<file path="src/rtl/qshz_pkg.sv">
package qshz_pkg;
  localparam int          CLK_HZ          = 40_000_000;
  localparam int          HOLD_LIMIT_S    = 20;
  localparam int          HOLD_LIMIT_CYC  = HOLD_LIMIT_S * CLK_HZ;
  localparam int          SPEED_LIMIT_MS  = 150;
  localparam int          SPEED_LIMIT_CYC = SPEED_LIMIT_MS * (CLK_HZ / 1000);
  localparam int          CREEP_LIMIT_MM  = 7;
  localparam int          N_INPUTS        = 8;
  localparam int          SEL_W           = 3;
  // command byte one
  localparam int          CMD_ENABLE_BIT  = 0;
  localparam int          TRAVEL_COMMAND_BIT = 1;
  localparam int          OFF_SWITCH_BIT  = 2;
  localparam int          TRAVEL_SPEED_CMD_BIT = 3;
  localparam int          DIRECTION_CMD_BIT = 4;
  // speed byte
  localparam int          ZERO_RPM_CMD_BIT = 2;
  localparam int          INTERMEDIATE_SPEED_CMD_BIT = 6;
  localparam int          FAST_SPEED_CMD_BIT = 7;
  // status byte
  localparam int          TRAVEL_ACTIVE_STATUS_BIT = 1;
  localparam int          BRAKE_STATUS_BIT = 6;
  localparam logic [9:0]  FAULT_NONE      = 10'h000;
  localparam logic [9:0]  FAULT_HOLD_TIME = 10'h30c;
  localparam logic [9:0]  FAULT_HOLD_TRIP = 10'h30d;
  localparam logic [9:0]  FAULT_CREEP     = 10'h211;
  localparam logic [1:0]  SPD_ZERO        = 2'h0;
  localparam logic [1:0]  SPD_POS         = 2'h1;
  localparam logic [1:0]  SPD_INTER       = 2'h2;
  localparam logic [1:0]  SPD_FULL        = 2'h3;
  localparam logic [7:0]  BYTE_RESET      = 8'h00;
  typedef enum logic [5:0] {
    D_IDLE   = 6'h01,
    D_READY  = 6'h02,
    D_ENERG  = 6'h04,
    D_HOLD   = 6'h08,
    D_TRAVEL = 6'h10,
    D_FAULT  = 6'h20
  } qshz_dev_state_t;
  typedef enum logic [3:0] {
    C_IDLE    = 4'h1,
    C_CLOSING = 4'h2,
    C_RELEASE = 4'h4,
    C_TRAVEL  = 4'h8
  } qshz_ctl_state_t;
endpackage : qshz_pkg

</file>
<file path="src/rtl/qshz_link_if.sv">
`timescale 1ns/1ps
interface qshz_link_if import qshz_pkg::*; ();
  logic                driveEnableIn;
  logic                travelDirectionIn;
  logic                directionDownIn;
  logic                positioningSpeedIn;
  logic                intermediateSpeedIn;
  logic                fullTravelSpeedIn;
  logic [N_INPUTS-1:0] progIn;
  logic                contactorClosed;
  logic [7:0]          cmdByte;
  logic [7:0]          speedByte;
  logic                driveReadyOut;
  logic                brakeReleaseOut;
  logic [7:0]          statusByte;
  modport drive (
    input  driveEnableIn, travelDirectionIn, directionDownIn,
    input  positioningSpeedIn, intermediateSpeedIn, fullTravelSpeedIn,
    input  progIn, contactorClosed, cmdByte, speedByte,
    output driveReadyOut, brakeReleaseOut, statusByte
  );
  modport ctrl (
    output driveEnableIn, travelDirectionIn, directionDownIn,
    output positioningSpeedIn, intermediateSpeedIn, fullTravelSpeedIn,
    output progIn, contactorClosed, cmdByte, speedByte,
    input  driveReadyOut, brakeReleaseOut, statusByte
  );
endinterface : qshz_link_if

</file>
<file path="src/rtl/qshz_drive_end.sv">
`timescale 1ns/1ps
module qshz_drive_end
  import qshz_pkg::*;
#(
  parameter int HOLD_LIMIT = HOLD_LIMIT_CYC,
  parameter int CNT_PER_MM = 1,
  parameter int HOLD_W     = 30
)(
  input  logic               clk,
  input  logic               srst,
  qshz_link_if.drive         link,
  input  logic               serialMode,
  input  logic               holdFuncEn,
  input  logic [SEL_W-1:0]   holdSel,
  input  logic               pfFuncEn,
  input  logic [SEL_W-1:0]   pfSel,
  input  logic               carHeavyIn,
  input  logic               faultReset,
  input  logic signed [31:0] position,
  output logic               motorEnergise,
  output logic               encSupervise,
  output logic               altParamSet,
  output logic               carHeavier,
  output logic               travelDown,
  output logic               faultActive,
  output logic [9:0]         faultCode,
  output logic [1:0]         speedSel
);
  localparam logic [HOLD_W-1:0] HOLD_LAST = HOLD_W'(HOLD_LIMIT - 1);
  localparam logic [32:0]       CREEP_CNT = 33'(CREEP_LIMIT_MM * CNT_PER_MM);

  qshz_dev_state_t    state;
  qshz_dev_state_t    next_state;
  logic [HOLD_W-1:0]  holdCnt;
  logic [HOLD_W-1:0]  next_holdCnt;
  logic signed [31:0] posStart;
  logic signed [31:0] next_posStart;
  logic [9:0]         next_faultCode;
  logic               next_carHeavier;
  logic               next_travelDown;
  logic [1:0]         next_speedSel;
  logic               driveReady;
  logic               brakeRelease;
  logic               next_driveReady;
  logic               next_brakeRelease;
  logic               next_motorEnergise;
  logic               next_encSupervise;
  logic               next_altParamSet;

  logic               holdReq;
  logic               enReq;
  logic               dirOk;
  logic               downReq;
  logic               speedReq;
  logic [1:0]         speedCode;
  logic signed [32:0] drift;
  logic [32:0]        driftAbs;
  logic               crept;

  // request decoding, discrete or serial
  always_comb
  begin
    if (serialMode)
    begin
      holdReq  = link.speedByte[ZERO_RPM_CMD_BIT];
      enReq    = link.cmdByte[CMD_ENABLE_BIT] & link.cmdByte[TRAVEL_COMMAND_BIT]
                 & link.cmdByte[OFF_SWITCH_BIT];
      dirOk    = 1'b1;
      downReq  = link.cmdByte[DIRECTION_CMD_BIT];
      speedReq = link.cmdByte[TRAVEL_SPEED_CMD_BIT]
                 & (link.speedByte[INTERMEDIATE_SPEED_CMD_BIT]
                 | link.speedByte[FAST_SPEED_CMD_BIT]);
      if (link.speedByte[FAST_SPEED_CMD_BIT])
        speedCode = SPD_FULL;
      else
        speedCode = SPD_INTER;
    end
    else
    begin
      holdReq  = holdFuncEn & link.progIn[holdSel];
      enReq    = link.driveEnableIn;
      dirOk    = link.travelDirectionIn ^ link.directionDownIn;
      downReq  = link.directionDownIn;
      speedReq = link.positioningSpeedIn | link.intermediateSpeedIn
                 | link.fullTravelSpeedIn;
      if (link.fullTravelSpeedIn)
        speedCode = SPD_FULL;
      else if (link.intermediateSpeedIn)
        speedCode = SPD_INTER;
      else
        speedCode = SPD_POS;
    end
  end

  // displacement since hold began, either direction
  always_comb
  begin
    drift = 33'(position) - 33'(posStart);
    if (drift[32])
      driftAbs = 33'(-drift);
    else
      driftAbs = 33'(drift);
    crept = driftAbs > CREEP_CNT;
  end

  always_comb
  begin
    next_state      = state;
    next_holdCnt    = '0;
    next_posStart   = posStart;
    next_faultCode  = faultCode;
    next_carHeavier = carHeavier;
    next_travelDown = travelDown;
    next_speedSel   = speedSel;
    case (state)
      D_IDLE:
      begin
        next_speedSel = SPD_ZERO;
        if (enReq && dirOk && (holdReq || speedReq))
        begin
          next_state      = D_READY;
          next_carHeavier = carHeavyIn;
          next_travelDown = downReq;
        end
      end
      D_READY:
      begin
        if (!enReq)
          next_state = D_IDLE;
        else if (link.contactorClosed)
          next_state = D_ENERG;
      end
      D_ENERG:
      begin
        next_posStart = position;
        if (!enReq)
          next_state = D_IDLE;
        else if (holdReq)
          next_state = D_HOLD;
        else
        begin
          next_state    = D_TRAVEL;
          next_speedSel = speedCode;
        end
      end
      D_HOLD:
      begin
        next_holdCnt  = holdCnt + 1'b1;
        next_speedSel = SPD_ZERO;
        if (crept)
        begin
          next_state     = D_FAULT;
          next_faultCode = FAULT_CREEP;
        end
        else if (holdCnt == HOLD_LAST)
        begin
          next_state     = D_FAULT;
          next_faultCode = FAULT_HOLD_TIME;
        end
        else if (!enReq)
          next_state = D_IDLE;
        else if (!holdReq && speedReq)
        begin
          next_state    = D_TRAVEL;
          next_speedSel = speedCode;
        end
      end
      D_TRAVEL:
      begin
        if (holdReq)
        begin
          next_state     = D_FAULT;
          next_faultCode = FAULT_HOLD_TRIP;
        end
        else if (!enReq)
          next_state = D_IDLE;
        else if (speedReq)
          next_speedSel = speedCode;
      end
      D_FAULT:
      begin
        next_speedSel = SPD_ZERO;
        // stays latched whatever the controller does
        if (faultReset)
        begin
          next_state     = D_IDLE;
          next_faultCode = FAULT_NONE;
        end
      end
      default:
        next_state = D_IDLE;
    endcase
  end

  // outputs other than altParamSet follow the next state so they line up with it
  always_comb
  begin
    next_driveReady    = (next_state == D_READY) || (next_state == D_ENERG)
                         || (next_state == D_HOLD) || (next_state == D_TRAVEL);
    next_motorEnergise = (next_state == D_ENERG) || (next_state == D_HOLD)
                         || (next_state == D_TRAVEL);
    next_brakeRelease  = (next_state == D_HOLD) || (next_state == D_TRAVEL);
    next_encSupervise  = next_state == D_TRAVEL;
    next_altParamSet   = pfFuncEn & link.progIn[pfSel];
  end

  always_ff @(posedge clk)
  begin
    if (srst)
    begin
      state         <= D_IDLE;
      holdCnt       <= '0;
      posStart      <= '0;
      faultCode     <= FAULT_NONE;
      carHeavier    <= 1'b0;
      travelDown    <= 1'b0;
      speedSel      <= SPD_ZERO;
      driveReady    <= 1'b0;
      brakeRelease  <= 1'b0;
      motorEnergise <= 1'b0;
      encSupervise  <= 1'b0;
      altParamSet   <= 1'b0;
    end
    else
    begin
      state         <= next_state;
      holdCnt       <= next_holdCnt;
      posStart      <= next_posStart;
      faultCode     <= next_faultCode;
      carHeavier    <= next_carHeavier;
      travelDown    <= next_travelDown;
      speedSel      <= next_speedSel;
      driveReady    <= next_driveReady;
      brakeRelease  <= next_brakeRelease;
      motorEnergise <= next_motorEnergise;
      encSupervise  <= next_encSupervise;
      altParamSet   <= next_altParamSet;
    end
  end

  assign faultActive          = state == D_FAULT;
  assign link.driveReadyOut   = driveReady;
  assign link.brakeReleaseOut = brakeRelease;
  // status bit order matches the energise-then-brake sequence
  always_comb
  begin
    link.statusByte = BYTE_RESET;
    link.statusByte[TRAVEL_ACTIVE_STATUS_BIT] = motorEnergise;
    link.statusByte[BRAKE_STATUS_BIT]         = brakeRelease;
  end
endmodule : qshz_drive_end

</file>
<file path="src/flat_wrapper.sv">
// flat-port wrapper written by rule: the top's interface ports become plain ports
module qshz_drive_end_flat import qshz_pkg::*;
#(
  parameter int HOLD_LIMIT = HOLD_LIMIT_CYC,
  parameter int CNT_PER_MM = 1,
  parameter int HOLD_W     = 30
)
  (clk, srst, serialMode, holdFuncEn, holdSel, pfFuncEn, pfSel, carHeavyIn, faultReset, position, motorEnergise, encSupervise, altParamSet, carHeavier, travelDown, faultActive, faultCode, speedSel, link_driveEnableIn, link_travelDirectionIn, link_directionDownIn, link_positioningSpeedIn, link_intermediateSpeedIn, link_fullTravelSpeedIn, link_progIn, link_contactorClosed, link_cmdByte, link_speedByte, link_driveReadyOut, link_brakeReleaseOut, link_statusByte);
  qshz_link_if link_i ();
  input  logic clk;
  input  logic srst;
  input  logic serialMode;
  input  logic holdFuncEn;
  input  logic [SEL_W-1:0] holdSel;
  input  logic pfFuncEn;
  input  logic [SEL_W-1:0] pfSel;
  input  logic carHeavyIn;
  input  logic faultReset;
  input  logic signed [31:0] position;
  output logic motorEnergise;
  output logic encSupervise;
  output logic altParamSet;
  output logic carHeavier;
  output logic travelDown;
  output logic faultActive;
  output logic [9:0] faultCode;
  output logic [1:0] speedSel;
  input wire logic [$bits(link_i.driveEnableIn)-1:0] link_driveEnableIn;
  input wire logic [$bits(link_i.travelDirectionIn)-1:0] link_travelDirectionIn;
  input wire logic [$bits(link_i.directionDownIn)-1:0] link_directionDownIn;
  input wire logic [$bits(link_i.positioningSpeedIn)-1:0] link_positioningSpeedIn;
  input wire logic [$bits(link_i.intermediateSpeedIn)-1:0] link_intermediateSpeedIn;
  input wire logic [$bits(link_i.fullTravelSpeedIn)-1:0] link_fullTravelSpeedIn;
  input wire logic [$bits(link_i.progIn)-1:0] link_progIn;
  input wire logic [$bits(link_i.contactorClosed)-1:0] link_contactorClosed;
  input wire logic [$bits(link_i.cmdByte)-1:0] link_cmdByte;
  input wire logic [$bits(link_i.speedByte)-1:0] link_speedByte;
  output wire logic [$bits(link_i.driveReadyOut)-1:0] link_driveReadyOut;
  output wire logic [$bits(link_i.brakeReleaseOut)-1:0] link_brakeReleaseOut;
  output wire logic [$bits(link_i.statusByte)-1:0] link_statusByte;
  assign link_i.driveEnableIn = link_driveEnableIn;
  assign link_i.travelDirectionIn = link_travelDirectionIn;
  assign link_i.directionDownIn = link_directionDownIn;
  assign link_i.positioningSpeedIn = link_positioningSpeedIn;
  assign link_i.intermediateSpeedIn = link_intermediateSpeedIn;
  assign link_i.fullTravelSpeedIn = link_fullTravelSpeedIn;
  assign link_i.progIn = link_progIn;
  assign link_i.contactorClosed = link_contactorClosed;
  assign link_i.cmdByte = link_cmdByte;
  assign link_i.speedByte = link_speedByte;
  assign link_driveReadyOut = link_i.driveReadyOut;
  assign link_brakeReleaseOut = link_i.brakeReleaseOut;
  assign link_statusByte = link_i.statusByte;
  qshz_drive_end #(.HOLD_LIMIT(HOLD_LIMIT), .CNT_PER_MM(CNT_PER_MM), .HOLD_W(HOLD_W)) u_core (.clk(clk), .srst(srst), .link(link_i), .serialMode(serialMode), .holdFuncEn(holdFuncEn), .holdSel(holdSel), .pfFuncEn(pfFuncEn), .pfSel(pfSel), .carHeavyIn(carHeavyIn), .faultReset(faultReset), .position(position), .motorEnergise(motorEnergise), .encSupervise(encSupervise), .altParamSet(altParamSet), .carHeavier(carHeavier), .travelDown(travelDown), .faultActive(faultActive), .faultCode(faultCode), .speedSel(speedSel));
endmodule
</file>
<file path="config.mk">
export PLATFORM = sky130hd
export DESIGN_NAME = qshz_drive_end_flat
export DESIGN_NICKNAME = d
export VERILOG_FILES = /design/src/rtl/qshz_pkg.sv /design/src/rtl/qshz_link_if.sv /design/src/rtl/qshz_drive_end.sv /design/src/flat_wrapper.sv
export SDC_FILE = /design/constraint.sdc
export NUM_CORES = 1
export LEC_CHECK = 0
export ABC_AREA = 1
export BUFFER_PORTS_ARGS = -buffer_cell sky130_fd_sc_hd__buf_2
export CORE_UTILIZATION = 55
export DETAILED_ROUTE_END_ITERATION = 12
export PLACE_DENSITY = 0.88
export RECOVER_POWER = 25
export REMOVE_ABC_BUFFERS = 1
export SLEW_MARGIN = 20
export SYNTH_ARGS = -nofsm -noshare
export SYNTH_HDL_FRONTEND = slang
export SYNTH_SLANG_ARGS = --single-unit
</file>
<file path="constraint.sdc">
create_clock -name clk -period 5.4 [get_ports clk]
set_clock_uncertainty 0.1 [all_clocks]
set_input_delay 1.62 -clock clk [delete_from_list [all_inputs] [get_ports clk]]
set_output_delay 1.62 -clock clk [all_outputs]
set_load 0.01 [all_outputs]
</file>
# [After elaboration in Yosys (flattened, before gate mapping)]
# Index checks and enable logic that the tools add are counted.
[classes] addsub=3 n_lt_le_gt_ge=3 eq_ne=19 mux=42 bitwise_logic=10 n_reduce_logical=18
[ops] cell="2-to-1 mux 6 bit" n=11
[ops] cell="2-to-1 mux 10 bit" n=4
[ops] cell="one-hot mux 6 bit (6 select lines)" n=1
[ops] cell="greater-than comparator 33 x 3 -> 1 bit, second input constant" n=1
[ops] cell="2-to-1 mux 33 bit" n=1
[ops] cell="negation 33 bit" n=1
[ops] cell="subtractor 32 x 32 -> 33 bit" n=1
[ops] cell="adder 30 x 1 -> 30 bit, second input constant" n=1
[ops] cell="equality test 30 bit, second input constant" n=1
[ops] cell="one-hot mux 10 bit (3 select lines)" n=1
[ops] cell="2-to-1 mux 2 bit" n=12
[ops] cell="equality test 6 x 2 -> 1 bit, second input constant" n=2
[ops] cell="equality test 6 x 3 -> 1 bit, second input constant" n=2
[ops] cell="equality test 6 x 4 -> 1 bit, second input constant" n=2
[ops] cell="equality test 6 x 5 -> 1 bit, second input constant" n=2
[ops] cell="< comparator 3 x 4 -> 1 bit, second input constant" n=2
[ops] cell="2-to-1 mux 1 bit" n=8
[ops] cell="!= test 2 x 1 -> 1 bit, second input constant" n=4
[ops] cell="one-hot mux 2 bit (4 select lines)" n=1
[ops] cell="logical OR 1 bit" n=7
[ops] cell="binary-select mux 1 bit (select 3 bit)" n=2
[ops] cell="equality test 6 x 1 -> 1 bit, second input constant" n=1
[ops] cell="equality test 6 bit, second input constant" n=1
[ops] cell="!= test 2 bit, second input constant" n=3
[ops] cell="other kinds (14)" n=23
[totals] regBits=87 elab_cells=107

# [Depth between registers and ports, before layout]
# Gate-level depths: netlist (run 1).
[logic_depth] ltp_word=15 ltp_mapped=30

# [Least setup slack after synthesis (run 1)]
# OpenSTA, ideal clock, no wires.
[synth_timing] path_type="input -> register" start="in position[0]" end="reg u_core.faultCode[8]" setup_ns=0.068 arrival_time_ns=4.387 setup_slack_ns=0.846 cell_stages=24 n_path_buf=0 cell_sequence="inv_1 -> ha_1 -> fa_1 -> inv_2 -> nand2_1 -> a21oi_1 -> nand3_1 -> nor2_2 -> nand3_2 -> nor2_2 -> nand3_2 -> nor2_2 -> nand2_2 -> nand2_4 -> nand3_2 -> nand2_1 -> nand2_1 -> nor2_2 -> nand3_2 -> nor2_4 -> nand2_2 -> nand2_2 -> nand2_1 -> a21oi_2"
[synth_via] elab_chain_cells=6
[synth_lines] item="from (decl)" line="flat_wrapper.sv:19" text="input logic signed [31:0] position;"
[synth_lines] item="subtractor 32 x 32 -> 33 bit (*)" line="qshz_drive_end.sv:98" text="drift = 33'(position) - 33'(posStart);"
[synth_lines] item="negation 33 bit" line="qshz_drive_end.sv:100" text="driftAbs = 33'(-drift);"
[synth_lines] item="2-to-1 mux 33 bit (*)" line="qshz_drive_end.sv:99" text="if (drift[32])"
[synth_lines] item="greater-than comparator 33 x 3 -> 1 bit (*)" line="qshz_drive_end.sv:103" text="crept = driftAbs > CREEP_CNT;"
[synth_lines] item="!= test 3 x 1 -> 1 bit (no source line) / 2-to-1 mux 10 bit (equally long branches)"
[synth_lines] item="AND reduction 4 bit (no source line) / one-hot mux 10 bit (3 select lines) (equally long branches)"
[synth_lines] item="to (signal assigned)" line="qshz_drive_end.sv:229" text="faultCode <= next_faultCode;"
[synth_lines] item="to (decl)" line="qshz_drive_end.sv:26" text="output logic [9:0] faultCode,"
# Mark *: on every way between the ends. The rest lies on a longest branch, timed or not.
# A chain may end at the register's enable or synchronous reset.

# [Final worst setup path (run 1)]
[layout_timing] start="in position[0]" end="reg u_core.motorEnergise"
[layout_via] elab_chain_cells=9
[layout_lines] item="subtractor 32 x 32 -> 33 bit (*)" line="qshz_drive_end.sv:98"
[layout_lines] item="negation 33 bit" line="qshz_drive_end.sv:100"
[layout_lines] item="2-to-1 mux 33 bit (*)" line="qshz_drive_end.sv:99"
[layout_lines] item="greater-than comparator 33 x 3 -> 1 bit (*)" line="qshz_drive_end.sv:103"
[layout_lines] item="2-to-1 mux 6 bit (*)" line="qshz_drive_end.sv:150" text="if (crept)"
[layout_lines] item="one-hot mux 6 bit (6 select lines) (*)" line="qshz_drive_end.sv:115" text="case (state)"
[layout_lines] item="equality test 6 x 3 -> 1 bit / equality test 6 x 4 -> 1 bit (equally long branches)" line="qshz_drive_end.sv:200" text="next_motorEnergise = (next_state == D_ENERG) || (next_state == D_HOLD)"
[layout_lines] item="logical OR 1 bit" line="qshz_drive_end.sv:200"
[layout_lines] item="logical OR 1 bit (*)" line="qshz_drive_end.sv:201" text="|| (next_state == D_TRAVEL);"
[layout_lines] item="to (signal assigned)" line="qshz_drive_end.sv:235" text="motorEnergise <= next_motorEnergise;"
[layout_lines] item="to (decl)" line="qshz_drive_end.sv:20" text="output logic motorEnergise,"
# Marks and branches as above.

==> impl_metrics.env, run 1 <==
export IMPL_drv_slew=0
export IMPL_cts_sinks=81
export IMPL_nFillCells=1404
export IMPL_core_region_area_sq_um=14500
export IMPL_slowest_stage_delay_cp_ns=0.41
export IMPL_cts_inserted_buffers=9
export IMPL_finalCriticalPeriod_ns=4.93
export IMPL_sequential_area_share_after_synthesis_pct=19.8
export IMPL_floorplan_io_pins=104
export IMPL_vdd_drop_max_uv=142
export IMPL_die_area_sq_um=15400
export IMPL_fmax_ghz=0.203
export IMPL_timing_critical_path_arrival_ns=5.12
export IMPL_detailed_place_hpwl_microns=16600
export IMPL_finalInstanceArea_sq_um=9110
export IMPL_part_of_the_total_power_dissipated_in_sequential_elements_pct=33.5
export IMPL_swShare_pct=34.4
export IMPL_numPlacedInstances=1771
export IMPL_synth_common_cells="sky130_fd_sc_hd__nand2_1 (508), sky130_fd_sc_hd__inv_1 (270), sky130_fd_sc_hd__nor2_1 (161)"
export IMPL_route_vias_total=9329
export IMPL_number_of_synthesized_flops_with_an_enable_pin=0
export IMPL_number_of_global_route_vias_before_repair=8163
export IMPL_setup_slack_placement_ns=0.0164
export IMPL_fp_dieW_microns=124
export IMPL_synth_most_common_cell="sky130_fd_sc_hd__nand2_1"
export IMPL_grt_max_degree=57
export IMPL_drt_pre_antenna_iters=8
export IMPL_worst_setup_path_end_kind="flop"
export IMPL_worst_slew_margin_rel_pct=21.2
export IMPL_cts_tree="built"
export IMPL_post_synth_top_area_fraction_pct=23.3
export IMPL_drt_wirelength_per_cell_microns=11.8
export IMPL_whs_path_depth=1
export IMPL_synth_cell_type_count=49
export IMPL_grt_antenna_before_repair=0
export IMPL_finalCoreUtilization_pct=62.7
export IMPL_biggest_area_consumer_among_synthesized_cells="sky130_fd_sc_hd__nand2_1"
export IMPL_p_switching_mw=0.622
export IMPL_most_used_flip_flop_cell_after_synthesis="sky130_fd_sc_hd__dfxtp_1"
export IMPL_period_share_pct=91.3
export IMPL_initial_core_util_pct=56.3
export IMPL_cts_resized=0
export IMPL_asyncSetResetFlopFracSynth_pct=0
export IMPL_setup_viol_count_final=0
export IMPL_cts_post_setup_buffers_inserted=0
export IMPL_max_slew_worst_pin_slew_ns=1.18
export IMPL_unrepaired_setup_endpoints_after_global_routing="false"
export IMPL_fin_total_pwr_mw=1.81
export IMPL_synthesis_area_sq_um=8190
export IMPL_place_congestion=0.958
export IMPL_synth_ff_latch_count=81
export IMPL_rows=44
export IMPL_cts_root_buffer_type="sky130_fd_sc_hd__clkbuf_16"
export IMPL_die_y_microns=124
export IMPL_count_of_placed_standard_cells_in_the_final_layout_fillers_left_out=1787
export IMPL_setup_worst_path_start_class="input port"
export IMPL_htreeDepth=3
export IMPL_power_per_cell_area_nw_per_um2=198
export IMPL_drcViolationCount=0
export IMPL_clock_latency_ns=0.36
export IMPL_wirelength_microns=21000
export IMPL_crit_buf_inv=4
export IMPL_p_clk_share_pct=39.7
export IMPL_synth_area_leaders="sky130_fd_sc_hd__nand2_1 (23%), sky130_fd_sc_hd__dfxtp_1 (20%), sky130_fd_sc_hd__inv_1 (12%)"
export IMPL_grt_overflow=0
export IMPL_postLayoutSetupSlackWorst_ns=0.469
export IMPL_pleak_nw=4.76
export IMPL_most_repeated_library_cell_on_the_critical_path="sky130_fd_sc_hd__nand2_1"
export IMPL_n_antenna_cell=0
export IMPL_power_combinational_fraction_pct=26.8
export IMPL_critical_path_class="in -> reg"
export IMPL_layout_area_overhead_vs_synth_pct=11.2
export IMPL_grt_util_all_layers_pct=28.2
export IMPL_timing_hold_violations_final=0
export IMPL_cts_path_max_buffers=2
export IMPL_syn_instance_count=1511
export IMPL_regArea_sq_um=1620
export IMPL_worstSetupPathDepth=27
export IMPL_drt_initial_drc_count=678
export IMPL_critPathMaxFanout=33
export IMPL_multi_input_comb_area_sq_um=5350
export IMPL_standard_cell_area_after_detailed_placement_sq_um=8790
export IMPL_worst_r2r_path_depth=25
export IMPL_final_antenna_net_count=0
export IMPL_yosysWarnings=0
export IMPL_run_status="complete, no violations"
export IMPL_worstPathRequired_ns=5.59
export IMPL_cap_violations=0
export IMPL_timing_critical_path_max_delay_family="simple AND/OR/NAND/NOR gates"
export IMPL_grt_first_pass_wirelength_microns=34900
export IMPL_cell_internal_pwr_mw=1.18
export IMPL_syn_avg_cell_area_sq_um=5.42
export IMPL_post_drt_via_cell_ratio=5.22
export IMPL_drive_above_1_share_pct=9.98
export IMPL_timing_setup_tns_ns=0
export IMPL_cts_clk_slew_worst_paths_ns=0.07
export IMPL_cts_hold_fix_buffers=0
export IMPL_place_port_buffers=85
export IMPL_min_path_type="reg -> reg"
export IMPL_num_nets_final=1709
export IMPL_whs_ns=0.354
export IMPL_cp_slowest_cell="sky130_fd_sc_hd__fa_1"
==> registers in the layout, indices dropped and copies added, names as in the netlist <==
| name | cells |
|---|---|
| u_core.altParamSet | 1 |
| u_core.carHeavier | 1 |
| u_core.encSupervise | 1 |
| u_core.faultCode | 4 |
| u_core.holdCnt | 30 |
| u_core.link.brakeReleaseOut | 1 |
| u_core.link.driveReadyOut | 1 |
| u_core.motorEnergise | 1 |
| u_core.posStart | 32 |
| u_core.speedSel | 2 |
| u_core.state | 6 |
| u_core.travelDown | 1 |
==> power by group through the flow <==
stage               clock network, mW  registers (mW)  logic (mW)
finish                          0.717           0.605       0.484
global placement                    0           0.618       0.463
floorplan                           0           0.620       0.339
detailed placement                  0           0.618       0.474
CTS                             0.727           0.604       0.476
global route                    0.752           0.605       0.551
==> routing by layer <==
| metal | part of all wire, % | global-route usage (%) | routed length, microns | vias up |
|---|---|---|---|---|
| met5 | 0 | 0 | 0 | - |
| met1 | 45 | 34.8 | 9400 | 4054 |
| met3 | 6.6 | 3.30 | 1400 | 50 |
| met2 | 46 | 49.5 | 9680 | 324 |
| li1 | - | - | - | 4901 |
| met4 | 2.7 | 11.5 | 565 | 0 |
==> kinds of logic after synthesis <==
| logic type | after synthesis | share of synthesized area [%] |
|---|---|---|
| AO/OA/AOI/OAI | 180 | 11.9 |
| XOR/XNOR | 8 | 0.856 |
| adder cells (fa/ha/maj) | 35 | 5.44 |
| buffers and inverters | 314 | 15.3 |
| flip-flops | 81 | 19.8 |
| multiplexers | 1 | 0.122 |
| other | 1 | 0.0458 |
| AND/OR/NAND/NOR | 891 | 46.5 |
==> cell type report <==
class / count / area share, %
timing repair buffer: 101 / 5.76
tap: 184 / 2.53
multi-input combinational: 1125 / 58.7
clock inverter: 7 / 1.18
inverter: 280 / 11.6
clock buffer: 9 / 2.47
sequential: 81 / 17.8
==> cells in the final DEF (no fill, tap or decap), types with 28 or more instances in the layout <==
cell type	count
sky130_fd_sc_hd__nor2_1	161
sky130_fd_sc_hd__a21oi_1	80
sky130_fd_sc_hd__dfxtp_1	81
sky130_fd_sc_hd__buf_2	71
sky130_fd_sc_hd__nand2_1	508
sky130_fd_sc_hd__nand3_1	109
sky130_fd_sc_hd__ha_1	34
sky130_fd_sc_hd__o21ai_0	76
sky130_fd_sc_hd__inv_1	270
sky130_fd_sc_hd__nand4_1	28
==> final timing paths <==
kind                                          from  slack (ns)              endpoint
worst min register to register   u_core.holdCnt[0]        0.35     u_core.holdCnt[0]
worst max register to register  u_core.posStart[0]        1.55  u_core.motorEnergise
worst min-delay path             u_core.holdCnt[0]        0.35     u_core.holdCnt[0]
worst max-delay path                   position[0]        0.47  u_core.motorEnergise
No activity file was read; power rests on OpenSTA's default activity.
==> run 2, diff against run 1 <==
MAX_ROUTING_LAYER = met4   (was default)
==> run 2 against run 1 <==
Final cell count is 0.17% lower; largest cell class unchanged; die area stayed put; combinational power hardly changed; via count is 0.60% lower; setup slack better by 0.0086 ns; wire length is 2.8% lower; register-to-register slack hardly changed; global-route usage is 0.63 points higher; sequential cell count stayed put; design area is 0.19% higher; power is 0.17% lower; maximum frequency is 0.18% higher.
==> impl_metrics.env, run 2 (same netlist as run 1, synthesis figures left out) <==
export IMPL_cts_hold_fix_buffers=0
export IMPL_pleak_nw=4.78
export IMPL_drv_slew=0
export IMPL_layout_cells_most_common_list="sky130_fd_sc_hd__nand2_1 (508), sky130_fd_sc_hd__inv_1 (270), sky130_fd_sc_hd__nor2_1 (161)"
export IMPL_whs_path_depth=1
export IMPL_core_region_area_sq_um=14500
export IMPL_fp_dieW_microns=124
export IMPL_worstSetupPathDepth=28
export IMPL_worst_slew_margin_rel_pct=27.9
export IMPL_rows=44
export IMPL_hold_startpoint="u_core.holdCnt[0]"
export IMPL_die_y_microns=124
export IMPL_finalInstanceArea_sq_um=9130
export IMPL_cts_resized=0
export IMPL_worst_r2r_path_depth=26
export IMPL_grt_antenna_before_repair=0
export IMPL_place_congestion=0.986
export IMPL_layout_area_overhead_vs_synth_pct=11.4
export IMPL_registers_top_by_ff_count="u_core.posStart"
export IMPL_period_share_pct=91.2
export IMPL_power_per_cell_area_nw_per_um2=197
export IMPL_detailed_place_hpwl_microns=16500
export IMPL_largest_registers="u_core.posStart x32, u_core.holdCnt x30, u_core.state x6"
export IMPL_critPathMaxFanout=10
export IMPL_power_combinational_fraction_pct=27.0
export IMPL_standard_cell_area_after_detailed_placement_sq_um=8810
export IMPL_timing_critical_path_max_delay_family="simple AND/OR/NAND/NOR gates"
export IMPL_wirelength_microns=20500
export IMPL_p_switching_mw=0.615
export IMPL_num_nets_final=1706
export IMPL_swShare_pct=34.1
export IMPL_min_path_type="reg -> reg"
export IMPL_grt_first_pass_wirelength_microns=34700
export IMPL_htreeDepth=3
export IMPL_setup_worst_path_start_class="input port"
export IMPL_cts_inserted_buffers=9
export IMPL_drt_wirelength_per_cell_microns=11.5
export IMPL_number_of_global_route_vias_before_repair=8116
export IMPL_cts_clk_slew_worst_paths_ns=0.06
export IMPL_grt_overflow=0
export IMPL_cts_sinks=81
export IMPL_clock_latency_ns=0.36
export IMPL_drt_initial_drc_count=663
export IMPL_final_antenna_net_count=0
export IMPL_n_antenna_cell=0
export IMPL_largest_reg_flops=32
export IMPL_finalCriticalPeriod_ns=4.92
export IMPL_cts_root_buffer_type="sky130_fd_sc_hd__clkbuf_16"
export IMPL_drive_above_1_share_pct=10.0
export IMPL_drt_pre_antenna_iters=6
export IMPL_postLayoutSetupSlackWorst_ns=0.478
export IMPL_count_of_placed_standard_cells_in_the_final_layout_fillers_left_out=1784
export IMPL_p_clk_share_pct=39.4
export IMPL_timing_critical_path_arrival_ns=5.10
export IMPL_worst_setup_path_end_kind="flop"
export IMPL_slowest_stage_delay_cp_ns=0.43
export IMPL_worst_r2r_startpoint="u_core.posStart[0]"
export IMPL_drcViolationCount=0
export IMPL_crit_buf_inv=4
export IMPL_cap_violations=0
export IMPL_layout_cells_most_common="sky130_fd_sc_hd__nand2_1"
export IMPL_route_vias_total=9273
export IMPL_post_drt_via_cell_ratio=5.20
export IMPL_vdd_drop_max_uv=139
export IMPL_floorplan_io_pins=104
export IMPL_place_port_buffers=85
export IMPL_cts_path_max_buffers=2
export IMPL_max_slew_worst_pin_slew_ns=1.08
export IMPL_critical_path_class="in -> reg"
export IMPL_timing_hold_violations_final=0
export IMPL_initial_core_util_pct=56.3
export IMPL_numPlacedInstances=1768
export IMPL_setup_viol_count_final=0
export IMPL_cell_internal_pwr_mw=1.19
export IMPL_cp_slowest_cell="sky130_fd_sc_hd__fa_1"
export IMPL_unrepaired_setup_endpoints_after_global_routing="false"
export IMPL_cts_post_setup_buffers_inserted=0
export IMPL_worstPathRequired_ns=5.58
export IMPL_part_of_the_total_power_dissipated_in_sequential_elements_pct=33.6
export IMPL_most_repeated_library_cell_on_the_critical_path="sky130_fd_sc_hd__nand2_1"
export IMPL_cts_tree="built"
export IMPL_setup_slack_placement_ns=0.214
export IMPL_grt_max_degree=57
export IMPL_die_area_sq_um=15400
export IMPL_run_status="complete, no violations"
export IMPL_grt_util_all_layers_pct=28.9
export IMPL_fmax_ghz=0.203
export IMPL_timing_setup_tns_ns=0
export IMPL_critical_path_startpoint="position[0]"
-- run 2: changes by cell type in the layout (fill, tap and decap cells not counted) --
cell and change:
sky130_fd_sc_hd__inv_4 -1, sky130_fd_sc_hd__clkbuf_1 -3, sky130_fd_sc_hd__clkinv_4 +1, sky130_fd_sc_hd__buf_4 -6, sky130_fd_sc_hd__buf_12 +3, sky130_fd_sc_hd__clkinvlp_4 -1, sky130_fd_sc_hd__inv_2 +1, sky130_fd_sc_hd__buf_2 +3
-- run 2: final timing paths --
path | end | slack (ns)
hold reg to reg | u_core.holdCnt[0] | 0.35
hold / removal | u_core.holdCnt[0] | 0.35
setup / recovery | u_core.faultCode[9] | 0.48
setup reg to reg | u_core.faultCode[9] | 1.56
-- run 2: area by class of cell --
| class | count | area [sq um] |
|---|---|---|
| multi-input cells | 1125 | 5350 |
| flip-flops and latches | 81 | 1620 |
| inverters | 280 | 1050 |
| well taps | 184 | 230 |
| repair buffers | 98 | 543 |
| clock inverters | 7 | 109 |
| fillers | 1416 | 5410 |
| clock buffers | 9 | 225 |
-- run 2: power by group through the flow --
stage          Clock [mW]  Sequential, mW  Combinational (mW)
3_3_place_gp            0           0.618               0.469
6_report            0.711           0.605               0.486
3_5_place_dp            0           0.619               0.478
5_1_grt             0.745           0.606               0.558
2_1_floorplan           0           0.620               0.339
4_1_cts             0.727           0.605               0.480
-- run 2: stage by stage --
step | hold WS, ns | total power [mW] | util [%]
CTS | 0.353 | 1.81 | 62.9
finish | 0.349 | 1.80 | 62.8
global placement | 0.330 | 1.09 | 60.6
detailed placement | 0.344 | 1.10 | 60.6
global route | 0.381 | 1.91 | 62.8
floorplan | 0.318 | 0.959 | -
-- run 2: per-layer routing --
layer	up-vias	track usage, %	wire (microns)
li1	4892	-	-
met1	3977	34.8	9230
met2	344	48.1	9120
met3	60	3.48	1360
met4	0	13.0	747
met5	-	-	0
